--- config.mk ---
export PLATFORM = sky130hd
export DESIGN_NAME = ppei_top
export DESIGN_NICKNAME = d
export VERILOG_FILES = /design/src/include/ppei_pkg.sv /design/src/design/ppei_sticky.sv /design/src/design/ppei_top.sv
export VERILOG_INCLUDE_DIRS = /design/src /design/src/include
export SDC_FILE = /design/constraint.sdc
export NUM_CORES = 1
export LEC_CHECK = 0
export ABC_AREA = 1
export BUFFER_PORTS_ARGS = -buffer_cell sky130_fd_sc_hd__buf_2
export CELL_PAD_IN_SITES_DETAIL_PLACEMENT = 0
export CELL_PAD_IN_SITES_GLOBAL_PLACEMENT = 2
export CORE_ASPECT_RATIO = 1.75
export CORE_MARGIN = 2
export CORE_UTILIZATION = 28
export DETAILED_ROUTE_END_ITERATION = 6
export MAX_ROUTING_LAYER = met4
export PLACE_DENSITY = 0.82
export SYNTH_ARGS = -nofsm -noshare
export SYNTH_HDL_FRONTEND = slang
export SYNTH_SLANG_ARGS = --single-unit
--- constraint.sdc ---
create_clock -name mclk -period 1.8 [get_ports mclk]
set_input_delay 0 -clock mclk [delete_from_list [all_inputs] [get_ports mclk]]
set_output_delay 0 -clock mclk [all_outputs]
set_load 0.02 [all_outputs]
--- src/include/ppei_cfg.svh ---
// Purpose: Offsets, field positions and codes of the path event block
// Assumes: Included by its bare name wherever a constant is needed
// Notes: Register offsets are indices; byte address is four times each
`ifndef PPEI_CFG_SVH
`define PPEI_CFG_SVH

// ------------------------------------------------------------
// Register indices
// ------------------------------------------------------------
`define PPEI_IDX_PATH_STATE 6'h30
`define PPEI_IDX_PATH_STATUS 6'h31
`define PPEI_IDX_POINTER_STATUS 6'h32
`define PPEI_IDX_PATH_ENABLE 6'h33
`define PPEI_IDX_POINTER_ENABLE 6'h34
`define PPEI_IDX_POINTER_LOW 6'h35
`define PPEI_IDX_POINTER_CTRL 6'h36

// ------------------------------------------------------------
// Field positions
// ------------------------------------------------------------
`define PPEI_BIT_FEBE 0
`define PPEI_BIT_BIP 1
`define PPEI_BIT_RDI 2
`define PPEI_BIT_AIS 3
`define PPEI_BIT_LOP 5
`define PPEI_BIT_PSL 7
`define PPEI_BIT_ERDI 0
`define PPEI_BIT_NDF 0
`define PPEI_BIT_PSE 1
`define PPEI_BIT_NSE 2
`define PPEI_BIT_ILLPTR 3
`define PPEI_BIT_INVNDF 4
`define PPEI_BIT_DISC 5
`define PPEI_BIT_ILLJREQ 7
`define PPEI_BIT_SHADOW_SEL 6
`define PPEI_PATH_MASK 8'hAF
`define PPEI_SHADOW_MASK 8'h01
`define PPEI_POINTER_MASK 8'hBF
`define PPEI_CTRL_MASK 8'hE0

// ------------------------------------------------------------
// Reset values and bus codes
// ------------------------------------------------------------
`define PPEI_ENABLE_RESET 8'h00
`define PPEI_CTRL_RESET 8'h00
`define PPEI_RESP_OKAY 2'b00
`define PPEI_RESP_SLVERR 2'b10

`endif

--- src/include/ppei_pkg.sv ---
// Purpose: Types shared by the path event block
// Assumes: Line events arrive as one-cycle pulses, states as levels
// Notes: Constants live in ppei_cfg.svh
package ppei_pkg;

   // ---------------------------------------------------------
   // Overhead inputs from the receive path
   // ---------------------------------------------------------
   typedef struct packed {
      logic febe_event;
      logic b3_error;
      logic rdi_state;
      logic ais_state;
      logic lop_state;
      logic [7:0] signal_label;
      logic [2:0] erdi_state;
      logic ndf_active;
      logic pos_justify;
      logic neg_justify;
      logic illegal_pointer;
      logic ndf_strobe;
      logic [3:0] ndf_code;
      logic new_pointer;
      logic illegal_justify_request;
      logic [9:0] pointer_value;
      logic [1:0] ss_bits;
   } ppei_line_type;

   typedef logic [7:0] ppei_byte_type;

endpackage

--- src/design/ppei_sticky.sv ---
// Purpose: Bank of sticky event flags, cleared by a read strobe
// Assumes: set and clear are synchronous to mclk
// Notes: A set in the clearing cycle wins so no event is lost
module ppei_sticky #(
   parameter int WIDTH = 8
) (
   // Clock and reset
   input wire logic mclk,
   input wire logic rst_n,
   // Events and acknowledge
   input wire logic [WIDTH-1:0] set,
   input wire logic clear,
   // Flags
   output logic [WIDTH-1:0] flags
);

   always_ff @(posedge mclk or negedge rst_n) begin
      if (!rst_n) begin
         flags <= '0;
      end else begin
         flags <= (flags & ~{WIDTH{clear}}) | set;
      end
   end

endmodule

--- src/design/ppei_top.sv ---
// Purpose: Path and pointer event flags, enables and interrupt output
// Assumes: AXI4-Lite slave, one write and one read in flight at most
// Notes: Byte address is register index times four; data in bits 7:0
//
// The AXI4-Lite register port was decided locally.
module ppei_top (
   // Clock and reset
   input wire logic mclk,
   input wire logic rst_n,
   // Receive path overhead
   input ppei_pkg::ppei_line_type line_in,
   // AXI4-Lite write address
   input wire logic awvalid,
   output logic awready,
   input wire logic [7:0] awaddr,
   // AXI4-Lite write data
   input wire logic wvalid,
   output logic wready,
   input wire logic [31:0] wdata,
   input wire logic [3:0] wstrb,
   // AXI4-Lite write response
   output logic bvalid,
   input wire logic bready,
   output logic [1:0] bresp,
   // AXI4-Lite read address
   input wire logic arvalid,
   output logic arready,
   input wire logic [7:0] araddr,
   // AXI4-Lite read data
   output logic rvalid,
   input wire logic rready,
   output logic [31:0] rdata,
   output logic [1:0] rresp,
   // Interrupt
   output logic interrupt_out_n
);
   import ppei_pkg::*;
   `include "ppei_cfg.svh"

   // ---------------------------------------------------------
   // Helpers
   // ---------------------------------------------------------
   function automatic logic [5:0] reg_index(input logic [7:0] addr);
      reg_index = addr[7:2];
   endfunction

   function automatic logic mapped(input logic [5:0] idx);
      mapped = (idx >= `PPEI_IDX_PATH_STATE) &&
               (idx <= `PPEI_IDX_POINTER_CTRL);
   endfunction

   function automatic logic bad_ndf(input logic [3:0] code);
      case (code)
         4'h0, 4'h3, 4'h5, 4'hA, 4'hC, 4'hF: bad_ndf = 1'b1;
         default: bad_ndf = 1'b0;
      endcase
   endfunction

   // ---------------------------------------------------------
   // Register storage
   // ---------------------------------------------------------
   ppei_byte_type path_event_enable;
   ppei_byte_type path_shadow_event_enable;
   ppei_byte_type pointer_event_enable;
   ppei_byte_type pointer_ctrl;
   ppei_byte_type path_event_status;
   ppei_byte_type path_shadow_event_status;
   ppei_byte_type pointer_event_status;
   logic shadow_map_select;

   // ---------------------------------------------------------
   // Line state history for change detection
   // ---------------------------------------------------------
   logic primed;
   logic rdi_prev;
   logic ais_prev;
   logic lop_prev;
   logic [7:0] label_prev;
   logic [2:0] erdi_prev;

   // First cycle after reset only loads history, so reset levels do
   // not show up as false state changes
   always_ff @(posedge mclk or negedge rst_n) begin
      if (!rst_n) begin
         primed <= 1'b0;
         rdi_prev <= 1'b0;
         ais_prev <= 1'b0;
         lop_prev <= 1'b0;
         label_prev <= 8'h00;
         erdi_prev <= 3'h0;
      end else begin
         primed <= 1'b1;
         rdi_prev <= line_in.rdi_state;
         ais_prev <= line_in.ais_state;
         lop_prev <= line_in.lop_state;
         label_prev <= line_in.signal_label;
         erdi_prev <= line_in.erdi_state;
      end
   end

   // ---------------------------------------------------------
   // Event set vectors
   // ---------------------------------------------------------
   logic [7:0] path_set;
   logic [0:0] shadow_set;
   logic [7:0] pointer_set;

   always_comb begin
      path_set = 8'h00;
      path_set[`PPEI_BIT_FEBE] = line_in.febe_event;
      path_set[`PPEI_BIT_BIP] = line_in.b3_error;
      path_set[`PPEI_BIT_RDI] = primed &&
         (line_in.rdi_state != rdi_prev);
      path_set[`PPEI_BIT_AIS] = primed &&
         (line_in.ais_state != ais_prev);
      path_set[`PPEI_BIT_LOP] = primed &&
         (line_in.lop_state != lop_prev);
      path_set[`PPEI_BIT_PSL] = primed &&
         (line_in.signal_label != label_prev);
   end

   assign shadow_set[`PPEI_BIT_ERDI] = primed &&
      (line_in.erdi_state != erdi_prev);

   always_comb begin
      pointer_set = 8'h00;
      pointer_set[`PPEI_BIT_NDF] = line_in.ndf_active;
      pointer_set[`PPEI_BIT_PSE] = line_in.pos_justify;
      pointer_set[`PPEI_BIT_NSE] = line_in.neg_justify;
      pointer_set[`PPEI_BIT_ILLPTR] = line_in.illegal_pointer;
      pointer_set[`PPEI_BIT_INVNDF] = line_in.ndf_strobe &&
         bad_ndf(line_in.ndf_code);
      pointer_set[`PPEI_BIT_DISC] = line_in.new_pointer &&
         !line_in.ndf_active;
      pointer_set[`PPEI_BIT_ILLJREQ] =
         line_in.illegal_justify_request;
   end

   // ---------------------------------------------------------
   // Read channel
   // ---------------------------------------------------------
   logic rd_take;
   logic [5:0] rd_idx;
   logic clear_path;
   logic clear_shadow;
   logic clear_pointer;
   ppei_byte_type rd_byte;

   assign arready = !rvalid;
   assign rd_take = arvalid && arready;
   assign rd_idx = reg_index(araddr);

   // Clear-on-read acts on the accepted read, with the flag value
   // sampled into rdata in the same edge
   assign clear_path = rd_take && !shadow_map_select &&
      (rd_idx == `PPEI_IDX_PATH_STATUS);
   assign clear_shadow = rd_take && shadow_map_select &&
      (rd_idx == `PPEI_IDX_PATH_STATUS);
   assign clear_pointer = rd_take &&
      (rd_idx == `PPEI_IDX_POINTER_STATUS);

   ppei_sticky #(
      .WIDTH(8)
   ) u_path_flags (
      .mclk(mclk),
      .rst_n(rst_n),
      .set(path_set),
      .clear(clear_path),
      .flags(path_event_status)
   );

   // One flag net, widened once, so the status byte has a single driver
   logic [0:0] shadow_flag;

   ppei_sticky #(
      .WIDTH(1)
   ) u_shadow_flags (
      .mclk(mclk),
      .rst_n(rst_n),
      .set(shadow_set),
      .clear(clear_shadow),
      .flags(shadow_flag)
   );
   assign path_shadow_event_status = {7'h00, shadow_flag};

   ppei_sticky #(
      .WIDTH(8)
   ) u_pointer_flags (
      .mclk(mclk),
      .rst_n(rst_n),
      .set(pointer_set),
      .clear(clear_pointer),
      .flags(pointer_event_status)
   );

   // Unused status positions read as zero
   always_comb begin
      rd_byte = 8'h00;
      case (rd_idx)
         `PPEI_IDX_PATH_STATE: begin
            if (shadow_map_select) begin
               rd_byte[2:0] = line_in.erdi_state;
            end else begin
               rd_byte[`PPEI_BIT_LOP] = line_in.lop_state;
               rd_byte[`PPEI_BIT_AIS] = line_in.ais_state;
               rd_byte[`PPEI_BIT_RDI] = line_in.rdi_state;
            end
         end
         `PPEI_IDX_PATH_STATUS: begin
            if (shadow_map_select) begin
               rd_byte = path_shadow_event_status;
            end else begin
               rd_byte = path_event_status & `PPEI_PATH_MASK;
            end
         end
         `PPEI_IDX_POINTER_STATUS: begin
            rd_byte = pointer_event_status & `PPEI_POINTER_MASK;
         end
         `PPEI_IDX_PATH_ENABLE: begin
            if (shadow_map_select) begin
               rd_byte = path_shadow_event_enable;
            end else begin
               rd_byte = path_event_enable;
            end
         end
         `PPEI_IDX_POINTER_ENABLE: begin
            rd_byte = pointer_event_enable;
         end
         `PPEI_IDX_POINTER_LOW: begin
            rd_byte = line_in.pointer_value[7:0];
         end
         `PPEI_IDX_POINTER_CTRL: begin
            rd_byte = pointer_ctrl & `PPEI_CTRL_MASK;
            rd_byte[3:2] = line_in.ss_bits;
            rd_byte[1:0] = line_in.pointer_value[9:8];
         end
         default: begin
            rd_byte = 8'h00;
         end
      endcase
   end

   always_ff @(posedge mclk or negedge rst_n) begin
      if (!rst_n) begin
         rvalid <= 1'b0;
         rdata <= 32'h0000_0000;
         rresp <= `PPEI_RESP_OKAY;
      end else if (rd_take) begin
         rvalid <= 1'b1;
         rdata <= {24'h00_0000, rd_byte};
         rresp <= mapped(rd_idx) ? `PPEI_RESP_OKAY : `PPEI_RESP_SLVERR;
      end else if (rready) begin
         rvalid <= 1'b0;
      end
   end

   // ---------------------------------------------------------
   // Write channel
   // ---------------------------------------------------------
   logic aw_held;
   logic w_held;
   logic [5:0] wr_idx;
   ppei_byte_type wr_byte;
   logic wr_lane;
   logic do_write;

   assign awready = !aw_held && !bvalid;
   assign wready = !w_held && !bvalid;
   assign do_write = aw_held && w_held && !bvalid;

   // Address and data are caught apart so either may come first
   always_ff @(posedge mclk or negedge rst_n) begin
      if (!rst_n) begin
         aw_held <= 1'b0;
         wr_idx <= 6'h00;
      end else if (awvalid && awready) begin
         aw_held <= 1'b1;
         wr_idx <= reg_index(awaddr);
      end else if (do_write) begin
         aw_held <= 1'b0;
      end
   end

   always_ff @(posedge mclk or negedge rst_n) begin
      if (!rst_n) begin
         w_held <= 1'b0;
         wr_byte <= 8'h00;
         wr_lane <= 1'b0;
      end else if (wvalid && wready) begin
         w_held <= 1'b1;
         wr_byte <= wdata[7:0];
         wr_lane <= wstrb[0];
      end else if (do_write) begin
         w_held <= 1'b0;
      end
   end

   always_ff @(posedge mclk or negedge rst_n) begin
      if (!rst_n) begin
         bvalid <= 1'b0;
         bresp <= `PPEI_RESP_OKAY;
      end else if (do_write) begin
         bvalid <= 1'b1;
         bresp <= mapped(wr_idx) ? `PPEI_RESP_OKAY : `PPEI_RESP_SLVERR;
      end else if (bready) begin
         bvalid <= 1'b0;
      end
   end

   // Reserved path and pointer enable bits are stored as written (the shadow ones are dropped); only defined bits
   // reach the interrupt, so a stray one cannot raise it
   always_ff @(posedge mclk or negedge rst_n) begin
      if (!rst_n) begin
         path_event_enable <= `PPEI_ENABLE_RESET;
         path_shadow_event_enable <= `PPEI_ENABLE_RESET;
         pointer_event_enable <= `PPEI_ENABLE_RESET;
      end else if (do_write && wr_lane) begin
         if (wr_idx == `PPEI_IDX_PATH_ENABLE) begin
            if (shadow_map_select) begin
               path_shadow_event_enable <=
                  wr_byte & `PPEI_SHADOW_MASK;
            end else begin
               path_event_enable <= wr_byte;
            end
         end
         if (wr_idx == `PPEI_IDX_POINTER_ENABLE) begin
            pointer_event_enable <= wr_byte;
         end
      end
   end

   always_ff @(posedge mclk or negedge rst_n) begin
      if (!rst_n) begin
         pointer_ctrl <= `PPEI_CTRL_RESET;
      end else if (do_write && wr_lane &&
                   wr_idx == `PPEI_IDX_POINTER_CTRL) begin
         pointer_ctrl <= wr_byte & `PPEI_CTRL_MASK;
      end
   end

   assign shadow_map_select = pointer_ctrl[`PPEI_BIT_SHADOW_SEL];

   // ---------------------------------------------------------
   // Interrupt output
   // ---------------------------------------------------------
   logic path_pending;
   logic shadow_pending;
   logic pointer_pending;

   assign path_pending = |(path_event_status & path_event_enable &
      `PPEI_PATH_MASK);
   assign shadow_pending = path_shadow_event_status[`PPEI_BIT_ERDI] &&
      path_shadow_event_enable[`PPEI_BIT_ERDI];
   assign pointer_pending = |(pointer_event_status &
      pointer_event_enable & `PPEI_POINTER_MASK);

   // Registered so the pin never glitches on status decode
   always_ff @(posedge mclk or negedge rst_n) begin
      if (!rst_n) begin
         interrupt_out_n <= 1'b1;
      end else begin
         interrupt_out_n <= !(path_pending || shadow_pending ||
            pointer_pending);
      end
   end

endmodule

==> results list, run 1 <==
- The flow ran to the end, and the final reports show no timing, DRC or antenna violations.
- The startpoint identified for the worst hold timing path is line_in[8].
* Cell internal power dissipation: 3.83 mW
- Remaining antenna violation count: 0
- During I/O placement, the number of pins put on the boundary was 140.
- At the pin with the least slew margin, the transition time is 0.582 ns.
* Worst slew margin relative to its limit: 61.1%
- Of the available clock period, the critical path in the final layout requires 82.5%.
* Vertical extent of the die: 163 microns
- Most frequent cells in the layout: 121 x nand2_1, 81 x buf_2, 78 x dfrtp_1
- At the later pin of the worst-skew pair, clock insertion delay measures 0.33 ns.
* Total die area: 15500 sq um
* Cell breakdown of the critical path: inv_2, nand3_1, nor2_4, nand4_1, nand2_1, o21ai_0
- Global route total overflow: 0
- Sequential cells burn 41.5% of the power.
* Number of port buffers: 82
- Maximum VDD drop: 0.713 mV
- Post-layout min period: 1.49 ns
- Dividing the synthesized area by the synthesized cell count gives 8.21 sq um.
- CTS tree: yes
- Wire segments on met3 add up to 446 microns in the final route.
- Worst path buffer plus inverter count: 1
* Yosys cell types: 35
* Setup violations, final: 0
- In the routed design, unresolved DRC markers number 0.
- Standby leakage power: 2.81 nW
- The number of antenna diodes in the final layout is 0.
- In this run the register-to-register setup slack is 0.31 ns.
* First DRT Iteration DRCs: 88
* Worst setup skew after layout: 0.00600 ns
* Comb pwr share: 26.7%
* Instance count of the mapped netlist: 493
- Critical R2R Capture: pointer_ctrl[6]
- Routed Wire Length: 10.8 mm
* Fraction of power consumed by the clock network: 31.8%
- The H-tree was split into 3 levels.
- Cells fill 37.2% of the core in the end.
- Number of standard-cell rows in the floorplan: 58
- Setup repair after global routing left no endpoint under its margin.
- The finished layout holds 804 standard cells, fillers aside.
- Combined area of all synthesized cells: 4050 sq um
* Worst Reg2Reg Path Length in Cells: 6
- Cells with a size suffix above 1 make up 21.5% of the layout.
* CP top delay family: simple AND/OR/NAND/NOR gates
- The routed layout has 3534 vias.
- The number of global-route vias before repair came to 3656.
* Switching power share of the total: 33.7%
- The floorplan step defined a core boundary enclosing 14200 sq um.
* Kind of end point of the critical path: register
- The critical path is of the reg2reg type.
- Setup tns final: 0 ns
- Num CTS Buffers: 9
* Global Route Usage Sum: 15.3%
* Die width: 94.9 microns
- The area growth from synthesis to layout is 30.7%.
- For this configuration, the core starts out at a cell density of 28.5%.
- The library cell used most frequently in the layout, excluding fill and tap cells, is nand2_1.
- STA puts the critical path data required time at 2.00 ns.
- Minimum setup slack in the final design: 0.314 ns
- DR pass1 iterations: 4
- Arr. time, crit path: 1.69 ns
- Hold Path End: rdata[6]
- YS warnings: 0
* Routability Congestion: 0.834
* Achievable Freq: 673 MHz
- After detailed routing, the number of vias per cell comes to 4.40.
- Max-cap violations in this run came to 0.
- The worst hold path was traced through 5 stages.
- Summing the sequential cell areas from Yosys gives 48.9% of the chip area.
- The first global-routing pass estimated 17.7 mm of wire.
- STA classifies the critical path startpoint as a register.
- Antenna violations before repair: 0
* Overall power after layout: 5.77 mW
- The final-report hold violation count is 0.
- The total count of max-transition violations in the final report is 0.
* Post-CTS repair timing setup buffer count: 0
- Half-perimeter wire length after detailed placement: 8.18 mm
- For this block, wires on met1 add up to 4.05 mm.
* Maximum number of pins on one net before global-route repair: 50
- Maximum buffer depth of the clock tree: 2
- Max Fanout on Critical Path: 6
- The analysis attributes to net switching a power of 1.95 mW.
- The worst hold path belongs to the class in2reg.
- Worst slack after detailed placement: 0.205 ns
- Dividing total power by cell area gives a power density of 1090 nW/um^2.
- Number of nets at the end of the flow: 717
- For this design, the sink count on the clock tree is 79.
- Cell count after placement: 747
- Total met2 wirelength after detailed routing: 6.09 mm
* Clock input transition at the sequential cells of the worst setup and hold paths: 0.06 ns
* Slowest Stage Delay on Critical Path: 0.42 ns
- Flops & latches, synth: 79
- Average wire per cell in the routed design: 13.4 microns
* Reg-to-Reg Start: bvalid
* Uppermost routed layer: met4
* Root buffer cell: clkbuf_16
- The slowest stage of the critical path is the dfrtp_1 cell.
==> flip-flops by register name, indices dropped and copies added, names as in the netlist, 6 cells and up <==
name	cells
wr_byte	8
u_path_flags.flags	6
label_prev	8
path_event_enable	8
u_pointer_flags.flags	7
pointer_event_enable	8
rdata	8
wr_idx	6
==> repair_timing <==
action,CTS,global route
setup endpoints to repair,0,5
resized for setup,0,1
hold endpoints to repair,72,0
hold buffers,41,0
==> power by group through the flow <==
stage | registers (mW) | clock network (mW) | logic (mW)
floorplan | 2.41 | 0 | 1.05
global placement | 2.41 | 0 | 1.46
detailed placement | 2.42 | 0 | 1.49
CTS | 2.39 | 1.90 | 1.57
global route | 2.45 | 1.97 | 1.78
finish | 2.39 | 1.84 | 1.54
==> metal layers <==
layer	up-vias	track usage [%]
met3	11	2.35
li1	1784	-
met2	97	27.9
met4	0	5.14
met1	1642	16.8
met5	-	-
==> through the flow <==
stage | hold slack [ns] | area [sq um]
3_3_place_gp | -0.0221 | 4570
3_5_place_dp | -0.0126 | 4570
6_report | 0.0449 | 5290
2_1_floorplan | -0.296 | 4140
4_1_cts | 0.0411 | 5280
5_1_grt | 0.0635 | 5290
==> cells in the mapped netlist (all sizes together) <==
cell type	count	area (sq um)
a21oi	14	70.1
a22o	3	26.3
a22oi	1	7.51
and3	1	6.26
buf	43	294
conb	2	7.51
dfrtp	78	1950
dfstp	1	26.3
inv	54	203
mux2	2	22.5
nand2	122	460
nand3	41	205
nand4	17	121
nor2	56	228
nor3	5	46.3
nor4	1	12.5
o2111ai	1	8.76
o21ai	26	160
o21bai	6	45.0
o22ai	6	37.5
o31ai	3	22.5
or2	1	6.26
xnor2	6	52.6
xor2	3	26.3
==> final cells by class <==
| class | count | area, sq um |
|---|---|---|
| clock inverters | 5 | 57.6 |
| flip-flops and latches | 79 | 1980 |
| repair buffers | 133 | 911 |
| inverters | 54 | 203 |
| clock buffers | 11 | 243 |
| multi-input cells | 342 | 1670 |
| well taps | 180 | 225 |
| fillers | 1524 | 8930 |
==> worst max path at each step <==
stage	startpoint	end	slack (ns)	cells past startpoint
2_1_floorplan	bvalid	wr_idx[5]	0.29	4
6_report	bvalid	pointer_ctrl[6]	0.31	6
4_1_cts	bvalid	path_event_enable[6]	0.19	7
5_1_grt	bvalid	path_event_enable[0]	0.11	7
3_5_place_dp	bvalid	path_event_enable[6]	0.21	7
3_3_place_gp	bvalid	path_event_enable[7]	0.26	7
==> worst min-delay path, stage by stage <==
cell     delay [ns]
buf_2          0.09
nand3_1        0.07
nand4_1        0.09
nand2_1        0.05
nand2_1        0.05
==> kinds of logic (layout without fill, tap and decap cells) <==
family | count (synthesis) | in the layout | synth area share [%]
AO/OA/AOI/OAI | 60 | 60 | 9.34
XOR/XNOR | 9 | 9 | 1.95
multiplexers | 2 | 2 | 0.556
flip-flops | 79 | 79 | 48.9
buffers and inverters | 97 | 203 | 12.3
other | 2 | 27 | 0.186
AND/OR/NAND/NOR | 244 | 244 | 26.8
(Power assumes the default switching activity.)
==> run 2: changes to the inputs <==
--- a/config.mk
+++ b/config.mk
@@ -12,10 +12,10 @@
 export CELL_PAD_IN_SITES_GLOBAL_PLACEMENT = 2
 export CORE_ASPECT_RATIO = 1.75
 export CORE_MARGIN = 2
-export CORE_UTILIZATION = 28
+export CORE_UTILIZATION = 25
 export DETAILED_ROUTE_END_ITERATION = 6
 export MAX_ROUTING_LAYER = met4
-export PLACE_DENSITY = 0.82
+export PLACE_DENSITY = 0.77
 export SYNTH_ARGS = -nofsm -noshare
 export SYNTH_HDL_FRONTEND = slang
 export SYNTH_SLANG_ARGS = --single-unit
==> constraint.sdc (replaced) <==
create_clock -name mclk -period 1.3 [get_ports mclk]
set_input_delay 0 -clock mclk [delete_from_list [all_inputs] [get_ports mclk]]
set_output_delay 0 -clock mclk [all_outputs]
set_load 0.02 [all_outputs]
==> run 2 against run 1 <==
The run now ends with setup timing left; register-to-register slack lost 0.37 ns; worst hold slack got worse by 0.024 ns; die area grew 12%; sequential cell count is the same; sequential share of layout area down 4.3 points; sequential power rose by 44%; non-clock buffer count increased by 37.
==> results list, run 2 (synthesis results as in run 1) <==
- The run finished, with violations left.
* Failing checks: setup timing
* Routed Wire Length: 12.3 mm
* First DRT Iteration DRCs: 130
* Total area of multi-input combinational cells: 1920 sq um
- The signal on the critical path passes through inv_1, nor3_4, nand4_1, buf_6, nand2_2, o21ai_2.
- Across all setup checks in the final design, the least slack found is -0.0534 ns.
* Clock input transition at the sequential cells of the worst setup and hold paths: 0.07 ns
- Global route total overflow: 0
- Num CTS Buffers: 9
- Global Route Usage Sum: 14.7%
- CP top delay family: simple AND/OR/NAND/NOR gates
- Met2 global-route usage: 26.9%
- Number of nets at the end of the flow: 755
- The worst setup path is captured at a register.
- Once placement finished, the instance area stood at 4810 sq um.
- Routability Congestion: 0.882
* Total die area: 17300 sq um
* Most common library cell in the layout ignoring fill and taps: nand2_1
- Dividing the detail-routed wire length by the instance count gives 14.4 microns.
- Initial core utilization: 25.5%
- The design draws 9.42 mW.
- Half-perimeter wire length after detailed placement: 9.11 mm
- The worst-case IR drop observed on VDD is 1.23 mV.
- Along the worst path, the maximum fanout reaches 4.
* Share of the clock period used by the worst path after layout: 104%
- Arr. time, crit path: 1.59 ns
* Endpoint required time on the critical path: 1.54 ns
* Critical path's slowest cell: dfrtp_1
- Root buffer cell: clkbuf_16
- RSZ-0062 raised after global routing: yes
* Slowest Stage Delay on Critical Path: 0.39 ns
- Num Clock Sinks: 79
- Number of fillers in the final layout: 1640
* Area growth, synth to finish: 48.0%
- Detailed-route via count: 3791
- Global Route met3 Usage: 2.59%
* Type of the worst min-delay path: in2reg
- The first global-routing pass estimated 18.9 mm of wire.
- Clock latency on the worst-skew pair, taken at its later pin, is 0.34 ns.
* Diodes inserted: 0
- Vias in the first global route: 3715
* Category of the most critical setup path: reg2reg
- In this run the most used layer during global routing was met2.
- In this run the power density over the cells is 1570 nW/um^2.
- Startpoint types: register
* Post-DR vias/cell: 4.45
- Antenna violations before repair: 0
* Post-layout min period: 1.35 ns
* Worst setup skew after layout: 0.0130 ns
* Post-layout instance area: 5990 sq um
- In this run the horizontal extent of the chip is 100 microns.
- Drc violations: 0
- Setup violations remaining at the end of the flow were counted as 19.
* Maximum number of pins on one net before global-route repair: 32
- DR pass1 iterations: 6
- The total count of max-transition violations in the final report came to 0.
- Worst slack after detailed placement: -0.287 ns
* CTS tree: yes
- Standby leakage power: 3.07 nW
* Achievable Freq: 739 MHz
- Number of primary I/O pins: 140
* Most frequent cells in the layout: 92 x nand2_1, 81 x buf_2, 74 x dfrtp_1
- The sequential cells in the finished layout cover a total of 1980 sq um.
- Maximum level of the CTS H-tree: 3
* Number of port buffers: 82
* Number of max-cap violations: 0
- The total area inside the core boundary comes to 15900 sq um.
- Vertical extent of the die: 172 microns
* Met1 Resource Use GR: 15.1%
- Together, buffers and inverters on the worst path number 2.
- Remaining antenna violation count: 0
* Total count of hold-check failures in the final report: 0
- Row generation in the floorplan step produced 61 rows.
* Share of post-route cells with drive strength above 1: 35.8%
* Maximum buffer depth of the clock tree: 2
-- run 2: changes by cell type in the layout (fill, tap and decap cells not counted), sizes merged --
cell         previous run  this run
clkinv                  1         0
inv                    54        53
bufinv                  1         2
buf                    92       126
dlygate4sd3            41        43
clkbuf                 11        14
-- run 2: area by class of cell --
type | count | area share (%)
tap | 189 | 3.95
timing repair inverter | 1 | 0.0835
clock buffer | 13 | 4.34
multi-input combinational | 342 | 32.0
clock inverter | 3 | 1.13
sequential | 79 | 33.1
timing repair buffer | 170 | 22.0
inverter | 54 | 3.45
-- run 2: repair_timing --
action,CTS,global route
setup endpoints to repair,18,35
gates resized for setup,7,76
hold buffers,43,0
endpoints found under the hold margin,119,0
pin swaps,4,24
cloned,0,3
buffers inserted,4,12
-- run 2: tightest hold or removal path, cell delays in order --
cell	delay, ns
buf_2	0.11
nand2_4	0.07
mux2_2	0.14
-- run 2: through the flow --
step | instances | TNS (ns) | util (%) | hold slack [ns]
global placement | 773 | -0.431 | 30.3 | -0.0437
global route | 851 | -3.14 | 37.7 | 0.0340
floorplan | 518 | -0.482 | - | -0.296
CTS | 836 | -0.121 | 35.4 | 0.0295
finish | 851 | -0.510 | 37.7 | 0.0210
detailed placement | 773 | -0.740 | 30.3 | -0.0416
-- run 2: worst paths after layout --
path | startpoint | endpoint | slack (ns) | cells past startpoint
worst max-delay path | wr_idx[2] | pointer_ctrl[7] | -0.05 | 6
worst min-delay path | awvalid | wr_idx[4] | 0.02 | 3
worst max register to register | wr_idx[2] | pointer_ctrl[7] | -0.05 | 6
worst min register to register | rdata[6] | rdata[6] | 0.48 | 2
max in group asynchronous | rst_n | interrupt_out_n | 0.60 | 3
min in group asynchronous | rst_n | rvalid | 0.12 | 2
-- run 2: routing by layer --
metal	vias up	wire length, microns	part of all wire [%]
met5	-	0	0
met4	0	429	3.5
met3	30	467	3.8
met2	117	6910	56
met1	1779	4470	36
li1	1865	-	-
-- run 2: report_power, final --
group	internal [mW]	switching [mW]	leakage (nW)
Clock	1.79	1.03	0.156
Combinational	1.42	1.75	1.99
Sequential	2.99	0.441	0.920
Total	6.20	3.22	3.07
